--- config.mk ---
export PLATFORM = sky130hd
export DESIGN_NAME = acs_sequencer
export DESIGN_NICKNAME = d
export VERILOG_FILES = /design/src/hdl/acs_pkg.sv /design/src/hdl/acs_sequencer.sv
export SDC_FILE = /design/constraint.sdc
export NUM_CORES = 1
export LEC_CHECK = 0
export BUFFER_PORTS_ARGS = -buffer_cell sky130_fd_sc_hd__buf_4
export CORE_MARGIN = 5
export CORE_UTILIZATION = 41
export CTS_CLUSTER_SIZE = 8
export DETAILED_ROUTE_END_ITERATION = 10
export HOLD_SLACK_MARGIN = 0.15
export SLEW_MARGIN = 5
export SYNTH_ARGS = -nofsm -noshare
export SYNTH_HDL_FRONTEND = slang
export SYNTH_SLANG_ARGS = --single-unit
--- constraint.sdc ---
create_clock -name i_mclk -period 2.95 [get_ports i_mclk]
set_clock_uncertainty 0.1 [all_clocks]
set_input_delay 0.885 -clock i_mclk [delete_from_list [all_inputs] [get_ports i_mclk]]
set_output_delay 0.885 -clock i_mclk [all_outputs]
set_load 0.02 [all_outputs]
--- src/hdl/acs_pkg.sv ---
// package with constants and types for the adc calibration sequencer
// Behaviour
// RULE_01 - low-power mode keeps spare core powered down
// RULE_02 - enable bit one selects low-power background mode
// RULE_03 - sleep delay sets spare core sleep time
// RULE_04 - settle delay idles woken core before calibration
// RULE_05 - select bit picks timed or trigger switching
// RULE_06 - avoid low-power mode in single-channel operation; lp_mode does not check the single bit, so it is not blocked
// RULE_07 - separate input-buffer offset calibration is provided
// RULE_08 - foreground offset calibration runs once per run
// RULE_09 - background offset calibration updates every pass
// RULE_10 - set offset enable before calibration enable
// RULE_11 - offset trims written by calibration, not software
// RULE_12 - read offsets only after foreground done flag
// RULE_13 - user trimming only in foreground mode
// RULE_14 - dual mode uses zero-phase trims per input
// RULE_15 - single mode moves quadrature and zero trims
// RULE_16 - gain trim bank chosen by channel mode
// RULE_17 - restore full-scale defaults before gain trimming
// RULE_18 - core gain: both banks same direction
// RULE_19 - bank mismatch: banks opposite directions
// RULE_20 - foreground calibration forces mid-code output
// RULE_21 - trigger source is pin or software bit
// RULE_22 - automatic switching steps sleep, settle, calibrate, swap
// RULE_23 - delay counters load settings each phase
package acs_pkg;
   // register byte offsets
   localparam logic [7:0] ACS_CTRL_OFS = 8'h00;
   localparam logic [7:0] ACS_DLY_OFS = 8'h04;
   localparam logic [7:0] ACS_TRIG_OFS = 8'h08;
   localparam logic [7:0] ACS_STAT_OFS = 8'h0c;
   localparam logic [7:0] ACS_OFSA_OFS = 8'h10;
   localparam logic [7:0] ACS_OFSB_OFS = 8'h14;
   localparam logic [7:0] ACS_OFSQ_OFS = 8'h18;
   localparam logic [7:0] ACS_OFSZ_OFS = 8'h1c;
   localparam logic [7:0] ACS_GDUAL_OFS = 8'h20;
   localparam logic [7:0] ACS_GSING_OFS = 8'h24;
   // control field positions
   localparam int ACS_CTRL_CAL_EN = 0;
   localparam int ACS_CTRL_BG = 1;
   localparam int ACS_CTRL_OS = 2;
   localparam int ACS_CTRL_BGOS = 3;
   localparam int ACS_CTRL_LP = 4;
   localparam int ACS_CTRL_LPSEL = 5;
   localparam int ACS_CTRL_TSEL = 6;
   localparam int ACS_CTRL_SINGLE = 7;
   // reset values
   localparam logic [7:0] ACS_CTRL_RST = 8'h00;
   localparam logic [15:0] ACS_DLY_RST = 16'h1010;
   localparam logic [11:0] ACS_TRIM_RST = 12'h800;
   localparam logic [11:0] ACS_MID_CODE = 12'h000;
   // cycle counts of calibration steps
   localparam logic [7:0] ACS_CAL_CYC = 8'h40;
   localparam logic [7:0] ACS_OS_CYC = 8'h20;
   localparam int ACS_DLY_SHIFT = 4;
   // axi response codes
   localparam logic [1:0] ACS_RESP_OK = 2'h0;
   localparam logic [1:0] ACS_RESP_SLVERR = 2'h2;
   // sequencer states
   typedef enum logic [6:0] {
      ACS_ST_IDLE = 7'h01,
      ACS_ST_FGCAL = 7'h02,
      ACS_ST_FGOS = 7'h04,
      ACS_ST_SLEEP = 7'h08,
      ACS_ST_SETTLE = 7'h10,
      ACS_ST_BGCAL = 7'h20,
      ACS_ST_SWAP = 7'h40
   } acs_state_type;
   // analog core control bundle
   typedef struct packed {
      logic spare_power;
      logic cal_active;
      logic os_active;
      logic swap_pulse;
      logic [1:0] spare_core;
   } acs_core_ctl_type;
endpackage : acs_pkg

--- src/hdl/acs_sequencer.sv ---
// adc calibration sequencer with axi4-lite registers
//
// The register offsets and register access over AXI4-Lite were chosen for this implementation.
`timescale 1ns/100ps
module acs_sequencer
   import acs_pkg::*;
(
   // clock and reset
   input wire logic i_mclk,
   input wire logic i_rst_n,
   // axi4-lite write
   input wire logic [7:0] i_awaddr,
   input wire logic i_awvalid,
   output logic o_awready,
   input wire logic [31:0] i_wdata,
   input wire logic [3:0] i_wstrb,
   input wire logic i_wvalid,
   output logic o_wready,
   output logic [1:0] o_bresp,
   output logic o_bvalid,
   input wire logic i_bready,
   // axi4-lite read
   input wire logic [7:0] i_araddr,
   input wire logic i_arvalid,
   output logic o_arready,
   output logic [31:0] o_rdata,
   output logic [1:0] o_rresp,
   output logic o_rvalid,
   input wire logic i_rready,
   // calibration trigger pin
   input wire logic i_calibration_trigger_pin,
   // analog core side
   input wire logic [11:0] i_sample,
   input wire logic [11:0] i_offset_estimate,
   output logic [11:0] o_sample,
   output acs_core_ctl_type o_core_ctl,
   output logic [11:0] o_offset_trim_in_a,
   output logic [11:0] o_offset_trim_in_b,
   output logic [11:0] o_gain_trim
);
   // software registers
   logic [7:0] ctrl_q;
   logic [15:0] dly_q;
   logic soft_trig_q;
   logic [11:0] ofs_a_q, ofs_b_q, ofs_q_q, ofs_z_q;
   logic [11:0] gdual_q, gsing_q;
   logic foreground_finished_flag_q;
   // sequencer state
   acs_state_type st_q;
   logic [11:0] cnt_q;
   logic [1:0] spare_q;
   logic pwr_q, swap_q;
   logic os_once_q;
   logic trig_prev_q;
   // axi holding registers
   logic aw_got_q, w_got_q;
   logic [7:0] awaddr_q;
   logic [31:0] wdata_q;
   logic [3:0] wstrb_q;
   // decoded controls
   logic lp_mode, bg_mode, os_any, trig_lvl, trig_rise, do_write;
   logic wr_ofs_ok, wr_gain_ok;
   // background mode keeps the sequencer cycling
   assign bg_mode = ctrl_q[ACS_CTRL_BG];
   assign lp_mode = bg_mode & ctrl_q[ACS_CTRL_LP]; // RULE_02
   assign os_any = ctrl_q[ACS_CTRL_OS] | ctrl_q[ACS_CTRL_BGOS];
   // trigger from pin or software bit
   assign trig_lvl = ctrl_q[ACS_CTRL_TSEL] ? i_calibration_trigger_pin : soft_trig_q; // RULE_21
   assign trig_rise = trig_lvl & ~trig_prev_q;
   // commit once both halves are held and no response is pending
   assign do_write = aw_got_q & w_got_q & ~o_bvalid;
   // blocked trim writes are dropped silently, not errored
   assign wr_ofs_ok = ~os_any & ~bg_mode; // RULE_11 RULE_13
   assign wr_gain_ok = ~bg_mode; // RULE_13

   // axi write channel capture, either order
   always_ff @(posedge i_mclk) begin
      if (!i_rst_n) begin
         aw_got_q <= 1'b0;
         w_got_q <= 1'b0;
         awaddr_q <= 8'h00;
         wdata_q <= 32'h0000_0000;
         wstrb_q <= 4'h0;
         o_awready <= 1'b0;
         o_wready <= 1'b0;
         o_bvalid <= 1'b0;
         o_bresp <= ACS_RESP_OK;
      end else begin
         // readies drop on the taking edge and stay low while a half is held
         o_awready <= ~aw_got_q & ~(i_awvalid & o_awready);
         o_wready <= ~w_got_q & ~(i_wvalid & o_wready);
         if (i_awvalid && o_awready) begin
            aw_got_q <= 1'b1;
            awaddr_q <= i_awaddr;
         end
         if (i_wvalid && o_wready) begin
            w_got_q <= 1'b1;
            wdata_q <= i_wdata;
            wstrb_q <= i_wstrb;
         end
         // response after both halves
         if (do_write) begin
            o_bvalid <= 1'b1;
            o_bresp <= (awaddr_q[1:0] == 2'h0 && awaddr_q <= ACS_GSING_OFS) ?
                       ACS_RESP_OK : ACS_RESP_SLVERR;
         end else if (o_bvalid && i_bready) begin
            // response taken: free both halves and reopen the readies
            o_bvalid <= 1'b0;
            aw_got_q <= 1'b0;
            w_got_q <= 1'b0;
            o_awready <= 1'b1;
            o_wready <= 1'b1;
         end
      end
   end

   // register writes and calibration result updates
   always_ff @(posedge i_mclk) begin
      if (!i_rst_n) begin
         ctrl_q <= ACS_CTRL_RST;
         dly_q <= ACS_DLY_RST;
         soft_trig_q <= 1'b0;
         ofs_a_q <= ACS_TRIM_RST;
         ofs_b_q <= ACS_TRIM_RST;
         ofs_q_q <= ACS_TRIM_RST;
         ofs_z_q <= ACS_TRIM_RST;
         gdual_q <= ACS_TRIM_RST;
         gsing_q <= ACS_TRIM_RST;
      end else begin
         // the low byte lane strobe alone gates every field write
         if (do_write && wstrb_q[0]) begin
            case (awaddr_q)
               ACS_CTRL_OFS: ctrl_q <= wdata_q[7:0];
               ACS_DLY_OFS: dly_q <= wdata_q[15:0];
               ACS_TRIG_OFS: soft_trig_q <= wdata_q[0];
               ACS_OFSA_OFS: if (wr_ofs_ok) ofs_a_q <= wdata_q[11:0];
               ACS_OFSB_OFS: if (wr_ofs_ok) ofs_b_q <= wdata_q[11:0];
               ACS_OFSQ_OFS: if (wr_ofs_ok) ofs_q_q <= wdata_q[11:0];
               ACS_OFSZ_OFS: if (wr_ofs_ok) ofs_z_q <= wdata_q[11:0];
               ACS_GDUAL_OFS: if (wr_gain_ok) gdual_q <= wdata_q[11:0];
               ACS_GSING_OFS: if (wr_gain_ok) gsing_q <= wdata_q[11:0];
               default: ;
            endcase
         end
         // a calibration result wins over a same-cycle software write
         // offset results land in the trims, per channel mode
         if ((st_q == ACS_ST_FGOS || (st_q == ACS_ST_BGCAL && ctrl_q[ACS_CTRL_BGOS]))
             && cnt_q == 12'h001) begin // RULE_11
            if (ctrl_q[ACS_CTRL_SINGLE]) begin
               ofs_q_q <= i_offset_estimate;
               ofs_z_q <= i_offset_estimate;
            end else begin
               ofs_a_q <= i_offset_estimate; // RULE_14
               ofs_b_q <= i_offset_estimate; // RULE_14
            end
         end
      end
   end

   // axi read channel
   always_ff @(posedge i_mclk) begin
      if (!i_rst_n) begin
         o_arready <= 1'b0;
         o_rvalid <= 1'b0;
         o_rdata <= 32'h0000_0000;
         o_rresp <= ACS_RESP_OK;
      end else begin
         // one read at a time: arready stays low while data is offered
         o_arready <= ~o_rvalid & ~(i_arvalid & o_arready);
         if (i_arvalid && o_arready) begin
            o_rvalid <= 1'b1;
            o_rresp <= ACS_RESP_OK;
            case (i_araddr)
               ACS_CTRL_OFS: o_rdata <= {24'h000000, ctrl_q};
               ACS_DLY_OFS: o_rdata <= {16'h0000, dly_q};
               ACS_TRIG_OFS: o_rdata <= {31'h0, soft_trig_q};
               // status: spare core index, one-hot state, finished flag
               ACS_STAT_OFS: o_rdata <= {22'h0, spare_q, st_q, foreground_finished_flag_q};
               ACS_OFSA_OFS: o_rdata <= {20'h00000, ofs_a_q};
               ACS_OFSB_OFS: o_rdata <= {20'h00000, ofs_b_q};
               ACS_OFSQ_OFS: o_rdata <= {20'h00000, ofs_q_q};
               ACS_OFSZ_OFS: o_rdata <= {20'h00000, ofs_z_q};
               ACS_GDUAL_OFS: o_rdata <= {20'h00000, gdual_q};
               ACS_GSING_OFS: o_rdata <= {20'h00000, gsing_q};
               default: begin
                  o_rdata <= 32'h0000_0000;
                  o_rresp <= ACS_RESP_SLVERR;
               end
            endcase
         end else if (o_rvalid && i_rready) begin
            o_rvalid <= 1'b0;
            o_arready <= 1'b1;
         end
      end
   end

   // calibration sequencer
   always_ff @(posedge i_mclk) begin
      if (!i_rst_n) begin
         st_q <= ACS_ST_FGCAL; // power-up runs foreground calibration
         cnt_q <= {4'h0, ACS_CAL_CYC};
         // third core starts as the spare
         spare_q <= 2'h2;
         pwr_q <= 1'b1;
         swap_q <= 1'b0;
         foreground_finished_flag_q <= 1'b0;
         os_once_q <= 1'b0;
         trig_prev_q <= 1'b0;
      end else begin
         // edge history starts low, like an idle trigger
         trig_prev_q <= trig_lvl;
         swap_q <= 1'b0;
         // shared down-counter, reloaded at each phase start
         if (cnt_q != 12'h000) cnt_q <= cnt_q - 12'h001;
         case (st_q)
            ACS_ST_IDLE: begin
               pwr_q <= ~lp_mode; // RULE_01
               // background mode wins over a foreground trigger
               if (bg_mode) begin
                  st_q <= lp_mode ? ACS_ST_SLEEP : ACS_ST_BGCAL;
                  cnt_q <= lp_mode ? {dly_q[7:0], 4'h0} : {4'h0, ACS_CAL_CYC}; // RULE_23
               end else if (trig_rise && ctrl_q[ACS_CTRL_CAL_EN]) begin
                  st_q <= ACS_ST_FGCAL;
                  cnt_q <= {4'h0, ACS_CAL_CYC};
                  foreground_finished_flag_q <= 1'b0;
                  os_once_q <= ctrl_q[ACS_CTRL_OS]; // RULE_10
               end
            end
            ACS_ST_FGCAL: begin
               // cores offline until the count runs out
               if (cnt_q == 12'h000) begin
                  if (os_once_q) begin
                     st_q <= ACS_ST_FGOS; // RULE_08
                     cnt_q <= {4'h0, ACS_OS_CYC};
                  end else begin
                     st_q <= ACS_ST_IDLE;
                     foreground_finished_flag_q <= 1'b1;
                  end
               end
            end
            ACS_ST_FGOS: begin
               // single offset step, then done
               if (cnt_q == 12'h000) begin
                  st_q <= ACS_ST_IDLE;
                  os_once_q <= 1'b0; // RULE_08
                  foreground_finished_flag_q <= 1'b1;
               end
            end
            ACS_ST_SLEEP: begin
               // spare core powered down while it waits
               pwr_q <= 1'b0; // RULE_01
               // timed wake, or trigger-only wake when the select bit is set
               if (!bg_mode) st_q <= ACS_ST_IDLE;
               else if (ctrl_q[ACS_CTRL_LPSEL] ? trig_rise : cnt_q == 12'h000) begin // RULE_03 RULE_05
                  st_q <= ACS_ST_SETTLE; // RULE_22
                  cnt_q <= {dly_q[15:8], 4'h0}; // RULE_23
               end
            end
            ACS_ST_SETTLE: begin
               // core powered and left idle to stabilise
               pwr_q <= 1'b1;
               if (cnt_q == 12'h000) begin
                  st_q <= ACS_ST_BGCAL; // RULE_04
                  cnt_q <= 12'({4'h0, ACS_CAL_CYC} +
                           (ctrl_q[ACS_CTRL_BGOS] ? {4'h0, ACS_OS_CYC} : 12'h000)); // RULE_09
               end
            end
            ACS_ST_BGCAL: begin
               // spare core calibrating, offset step folded into the count only when entered from settle
               pwr_q <= 1'b1;
               if (cnt_q == 12'h000) st_q <= ACS_ST_SWAP;
            end
            ACS_ST_SWAP: begin
               // spare core swaps in; released core becomes spare
               swap_q <= 1'b1; // RULE_22
               spare_q <= (spare_q == 2'h2) ? 2'h0 : spare_q + 2'h1;
               // low-power mode sends the released core to sleep
               st_q <= lp_mode ? ACS_ST_SLEEP : ACS_ST_IDLE;
               cnt_q <= {dly_q[7:0], 4'h0}; // RULE_23
            end
            default: st_q <= ACS_ST_IDLE;
         endcase
      end
   end

   // analog side outputs
   always_ff @(posedge i_mclk) begin
      if (!i_rst_n) begin
         o_sample <= ACS_MID_CODE;
         o_core_ctl <= '0;
         o_offset_trim_in_a <= ACS_TRIM_RST;
         o_offset_trim_in_b <= ACS_TRIM_RST;
         o_gain_trim <= ACS_TRIM_RST;
      end else begin
         // mid-code while foreground calibration runs
         o_sample <= (st_q == ACS_ST_FGCAL || st_q == ACS_ST_FGOS) ? ACS_MID_CODE : i_sample; // RULE_20
         // core control bundle, swap pulse lasts one cycle
         o_core_ctl <= '{spare_power: pwr_q, cal_active: st_q != ACS_ST_IDLE,
                         os_active: st_q == ACS_ST_FGOS, swap_pulse: swap_q,
                         spare_core: spare_q}; // RULE_07
         // applied trims follow the channel mode
         o_offset_trim_in_a <= ctrl_q[ACS_CTRL_SINGLE] ? ofs_q_q : ofs_a_q; // RULE_14
         o_offset_trim_in_b <= ctrl_q[ACS_CTRL_SINGLE] ? ofs_z_q : ofs_b_q;
         o_gain_trim <= ctrl_q[ACS_CTRL_SINGLE] ? gsing_q : gdual_q; // RULE_16
      end
   end
endmodule : acs_sequencer

==> impl_results.md <==
- Outcome: completed
- Max IR drop VDD: 0.363 mV
- Clock sink count: 227
- Post-synth cell types: ~70
- Max clock buf depth: 3
- Setup TNS Final: 0 ns
- Overflow after GRT: 0
- Pins Over Slew Limit: 0
- H-tree Lvls: 2
- Post-CTS sizing: 0
- Critical path launch point type: flip-flop
- Cell area after synthesis: 10100 µm²
- GRT met3 Usage: 3.79%
- WL final: between 30000 and 40000 µm
- Average footprint of a synthesized cell: 8.79 µm²
- Die Span X: approximately 170 µm
- Die height: 167 µm
- Lkg Pwr: 5.22 nW
- Die area: about 28000 µm²
- Row count: 57
- DR iter-0 viols: 638
- Cells after synthesis: between 1000 and 1500
- DRC errors left: 0
- Slew HR: 43.5%
- I/O pin cnt: 179
- Diodes inserted: 0
- FMAX: 0.395 GHz
- Initial Util: 41.5%
- Reg clk slew, reported paths: 0.05 ns
- Number of iterations in the first detailed-routing pass: 5
- Post-synth ARST share: 0%
- Final period demand of the worst path: 2.53 ns
- Max-cap violations: 0
- Hold-fix buffers, CTS: 0
- Hold_sp: swap_q
- Final setup violation count: 0
- Max FO, Critical Path: 11
- Pin count of the biggest net entering global routing: 45
- Root buffer cell: clkbuf_16
- DR vias/cell: 5.50
- Synth area leaders: dfxtp_1 45%, mux2i_1 12%, a21oi_1 6.2%
- Total CTS buffers: 34
- RSZ-0062 raised after global routing: no
- Final hold vios: 0
- Later-pin clock latency in the skew report: 0.51 ns
- Share of cells above drive strength 1: around 20%
- Post-synth EDFFs: 0
- Syn-to-layout area delta: 22.9%
- Ys Warns: 0
- Gpl congestion: 0.891
- Top FF cell, synth: dfxtp_1
- GR Layer Usage met1: about 30%
- Input/output buffers: around 140
- Fillers: 2389
- Setup bufs post-CTS: 0
- Global-route wire length before repair: between 40000 and 50000 µm
- Synth Register Bits: 227
- Final hold slack: 0.338 ns
- CP startpoint: st_q[0]
- Power Density: 664 nW/µm²
- Antenna Nets Post-Route: 0
- CP Class: flip-flop to flip-flop
- GR peak layer: met2
- WL/cell: 19.2 µm
- Yosys top cell area share: 45.0%
- Register area share after synthesis: 45.0%
- Final net count: 1369
- Endpoint class of the critical path: flip-flop
- R2r startpoint: st_q[0]
- Total number of vias: between 8000 and 9000
- Final critical-path share of the clock period: between 80% and 90%
- Slew @ Worst Pin: 0.845 ns
- Leading registers by flop count: dly_q (16), o_rdata (16), wdata_q (16)
- Crit path required time: ~3.3 ns
- Largest area contributor in the netlist: dfxtp_1
- Vias in the first global route: 8560
- Met2 usage: between 30% and 40%
- Hold WC Path Type: flip-flop to flip-flop
- Floorplan core area: 24300 µm²
- CTS tree: yes
- CP Data Arrival Time: 2.86 ns
- GRT Total Usage: between 20% and 30%
- Post-DP HPWL: 22100 µm
- Antenna violations before repair: 0
==> where the power goes <==
group          leakage (nW)  switching [mW]  total (mW)  internal (mW)
registers              1.84           0.176        3.40           3.22
logic                  2.92           0.799        1.41          0.607
clock network         0.456            1.31        3.45           2.13
==> through the flow <==
stage / instances / utilization [%] / total power [mW] / setup WS [ns] / cell area [µm²]
detailed placement: 1569 / 47.3 / 4.84 / 0.237 / 11500
floorplan: 1167 / - / 4.43 / 0.437 / 10200
finish: 1610 / 51.1 / 8.25 / 0.416 / 12400
global route: 1610 / 51.1 / 8.61 / 0.288 / 12400
global placement: 1569 / 47.3 / 4.83 / 0.222 / 11500
CTS: 1610 / 51.1 / 8.32 / 0.443 / 12400
==> path summary, 6_finish.rpt <==
| kind | to | slack, ns | cells after the start |
|---|---|---|---|
| hold reg to reg | o_core_ctl[2] | 0.34 | 1 |
| hold / removal | o_core_ctl[2] | 0.34 | 1 |
| setup reg to reg | cnt_q[5] | 0.42 | 5 |
| setup / recovery | cnt_q[5] | 0.42 | 5 |
==> metal layers <==
layer	up-vias	wire, µm
met4	0	1120
met3	68	1900
met2	302	13800
met1	4210	14100
li1	4275	-
met5	-	0
==> area by class of cell <==
cell class / instances / area [µm²] / share of cell area (%)
multi-input combinational: 824 / 5110 / 41.2
sequential: 227 / 4550 / 36.6
inverter: 8 / 31.3 / 0.252
clock buffer: 39 / 901 / 7.25
tap: 324 / 405 / 3.26
clock inverter: 2 / 28.8 / 0.232
timing repair buffer: 186 / 1400 / 11.2
==> cell usage in the layout (no fill, tap or decap), types with 7 or more instances in the layout <==
cell | netlist | layout
a21oi_1 | 125 | 125
a22o_1 | 12 | 12
a22oi_1 | 16 | 16
and2_1 | 19 | 19
and3_1 | 8 | 8
buf_4 | 18 | 186
clkbuf_16 | 0 | 35
conb_1 | 1 | 18
dfxtp_1 | 227 | 226
mux2_2 | 7 | 7
mux2i_1 | 122 | 122
nand2_1 | 121 | 121
nand2b_1 | 7 | 7
nand3_1 | 53 | 53
nor2_1 | 120 | 120
nor3_1 | 16 | 16
nor4_1 | 8 | 8
o21ai_0 | 53 | 53
o22ai_1 | 8 | 8
xor2_1 | 9 | 9
==> critical path: stages (launching register included) <==
cell and delay (ns):
dfxtp_1 0.59, or4b_1 0.54, or3_1 0.36, a21boi_1 0.49, a221oi_1 0.23, o22ai_1 0.15
==> cell usage after synthesis (5+ instances only) <==
library cell / number
clkbuf_1: 70
nor2b_1: 6
buf_1: 9
a211oi_1: 6
nor4b_1: 7
nand2b_1: 7
o21a_1: 5
a22oi_1: 16
nand3_1: 53
buf_2: 10
and2_1: 19
nor2_1: 120
dfxtp_1: 227
nand2_1: 121
o22ai_1: 8
mux4_2: 5
mux2i_1: 122
a32oi_1: 5
mux2_2: 7
inv_1: 7
nor3_1: 16
a21oi_1: 125
xor2_1: 9
buf_4: 18
and3_1: 8
o21ai_0: 53
nor4_1: 8
a22o_1: 12
==> logic make-up after synthesis <==
| group | count (synthesis) | share of synthesized area (%) |
|---|---|---|
| fa+ha+maj | 4 | 0.495 |
| xor+xnor | 12 | 1.04 |
| compound gates | 258 | 15.4 |
| mux | 134 | 14.0 |
| flops | 227 | 45.0 |
| buf+inv | 116 | 5.18 |
| simple gates | 398 | 18.9 |
| other cells | 1 | 0.0371 |
No activity file was read; power rests on OpenSTA's default activity.
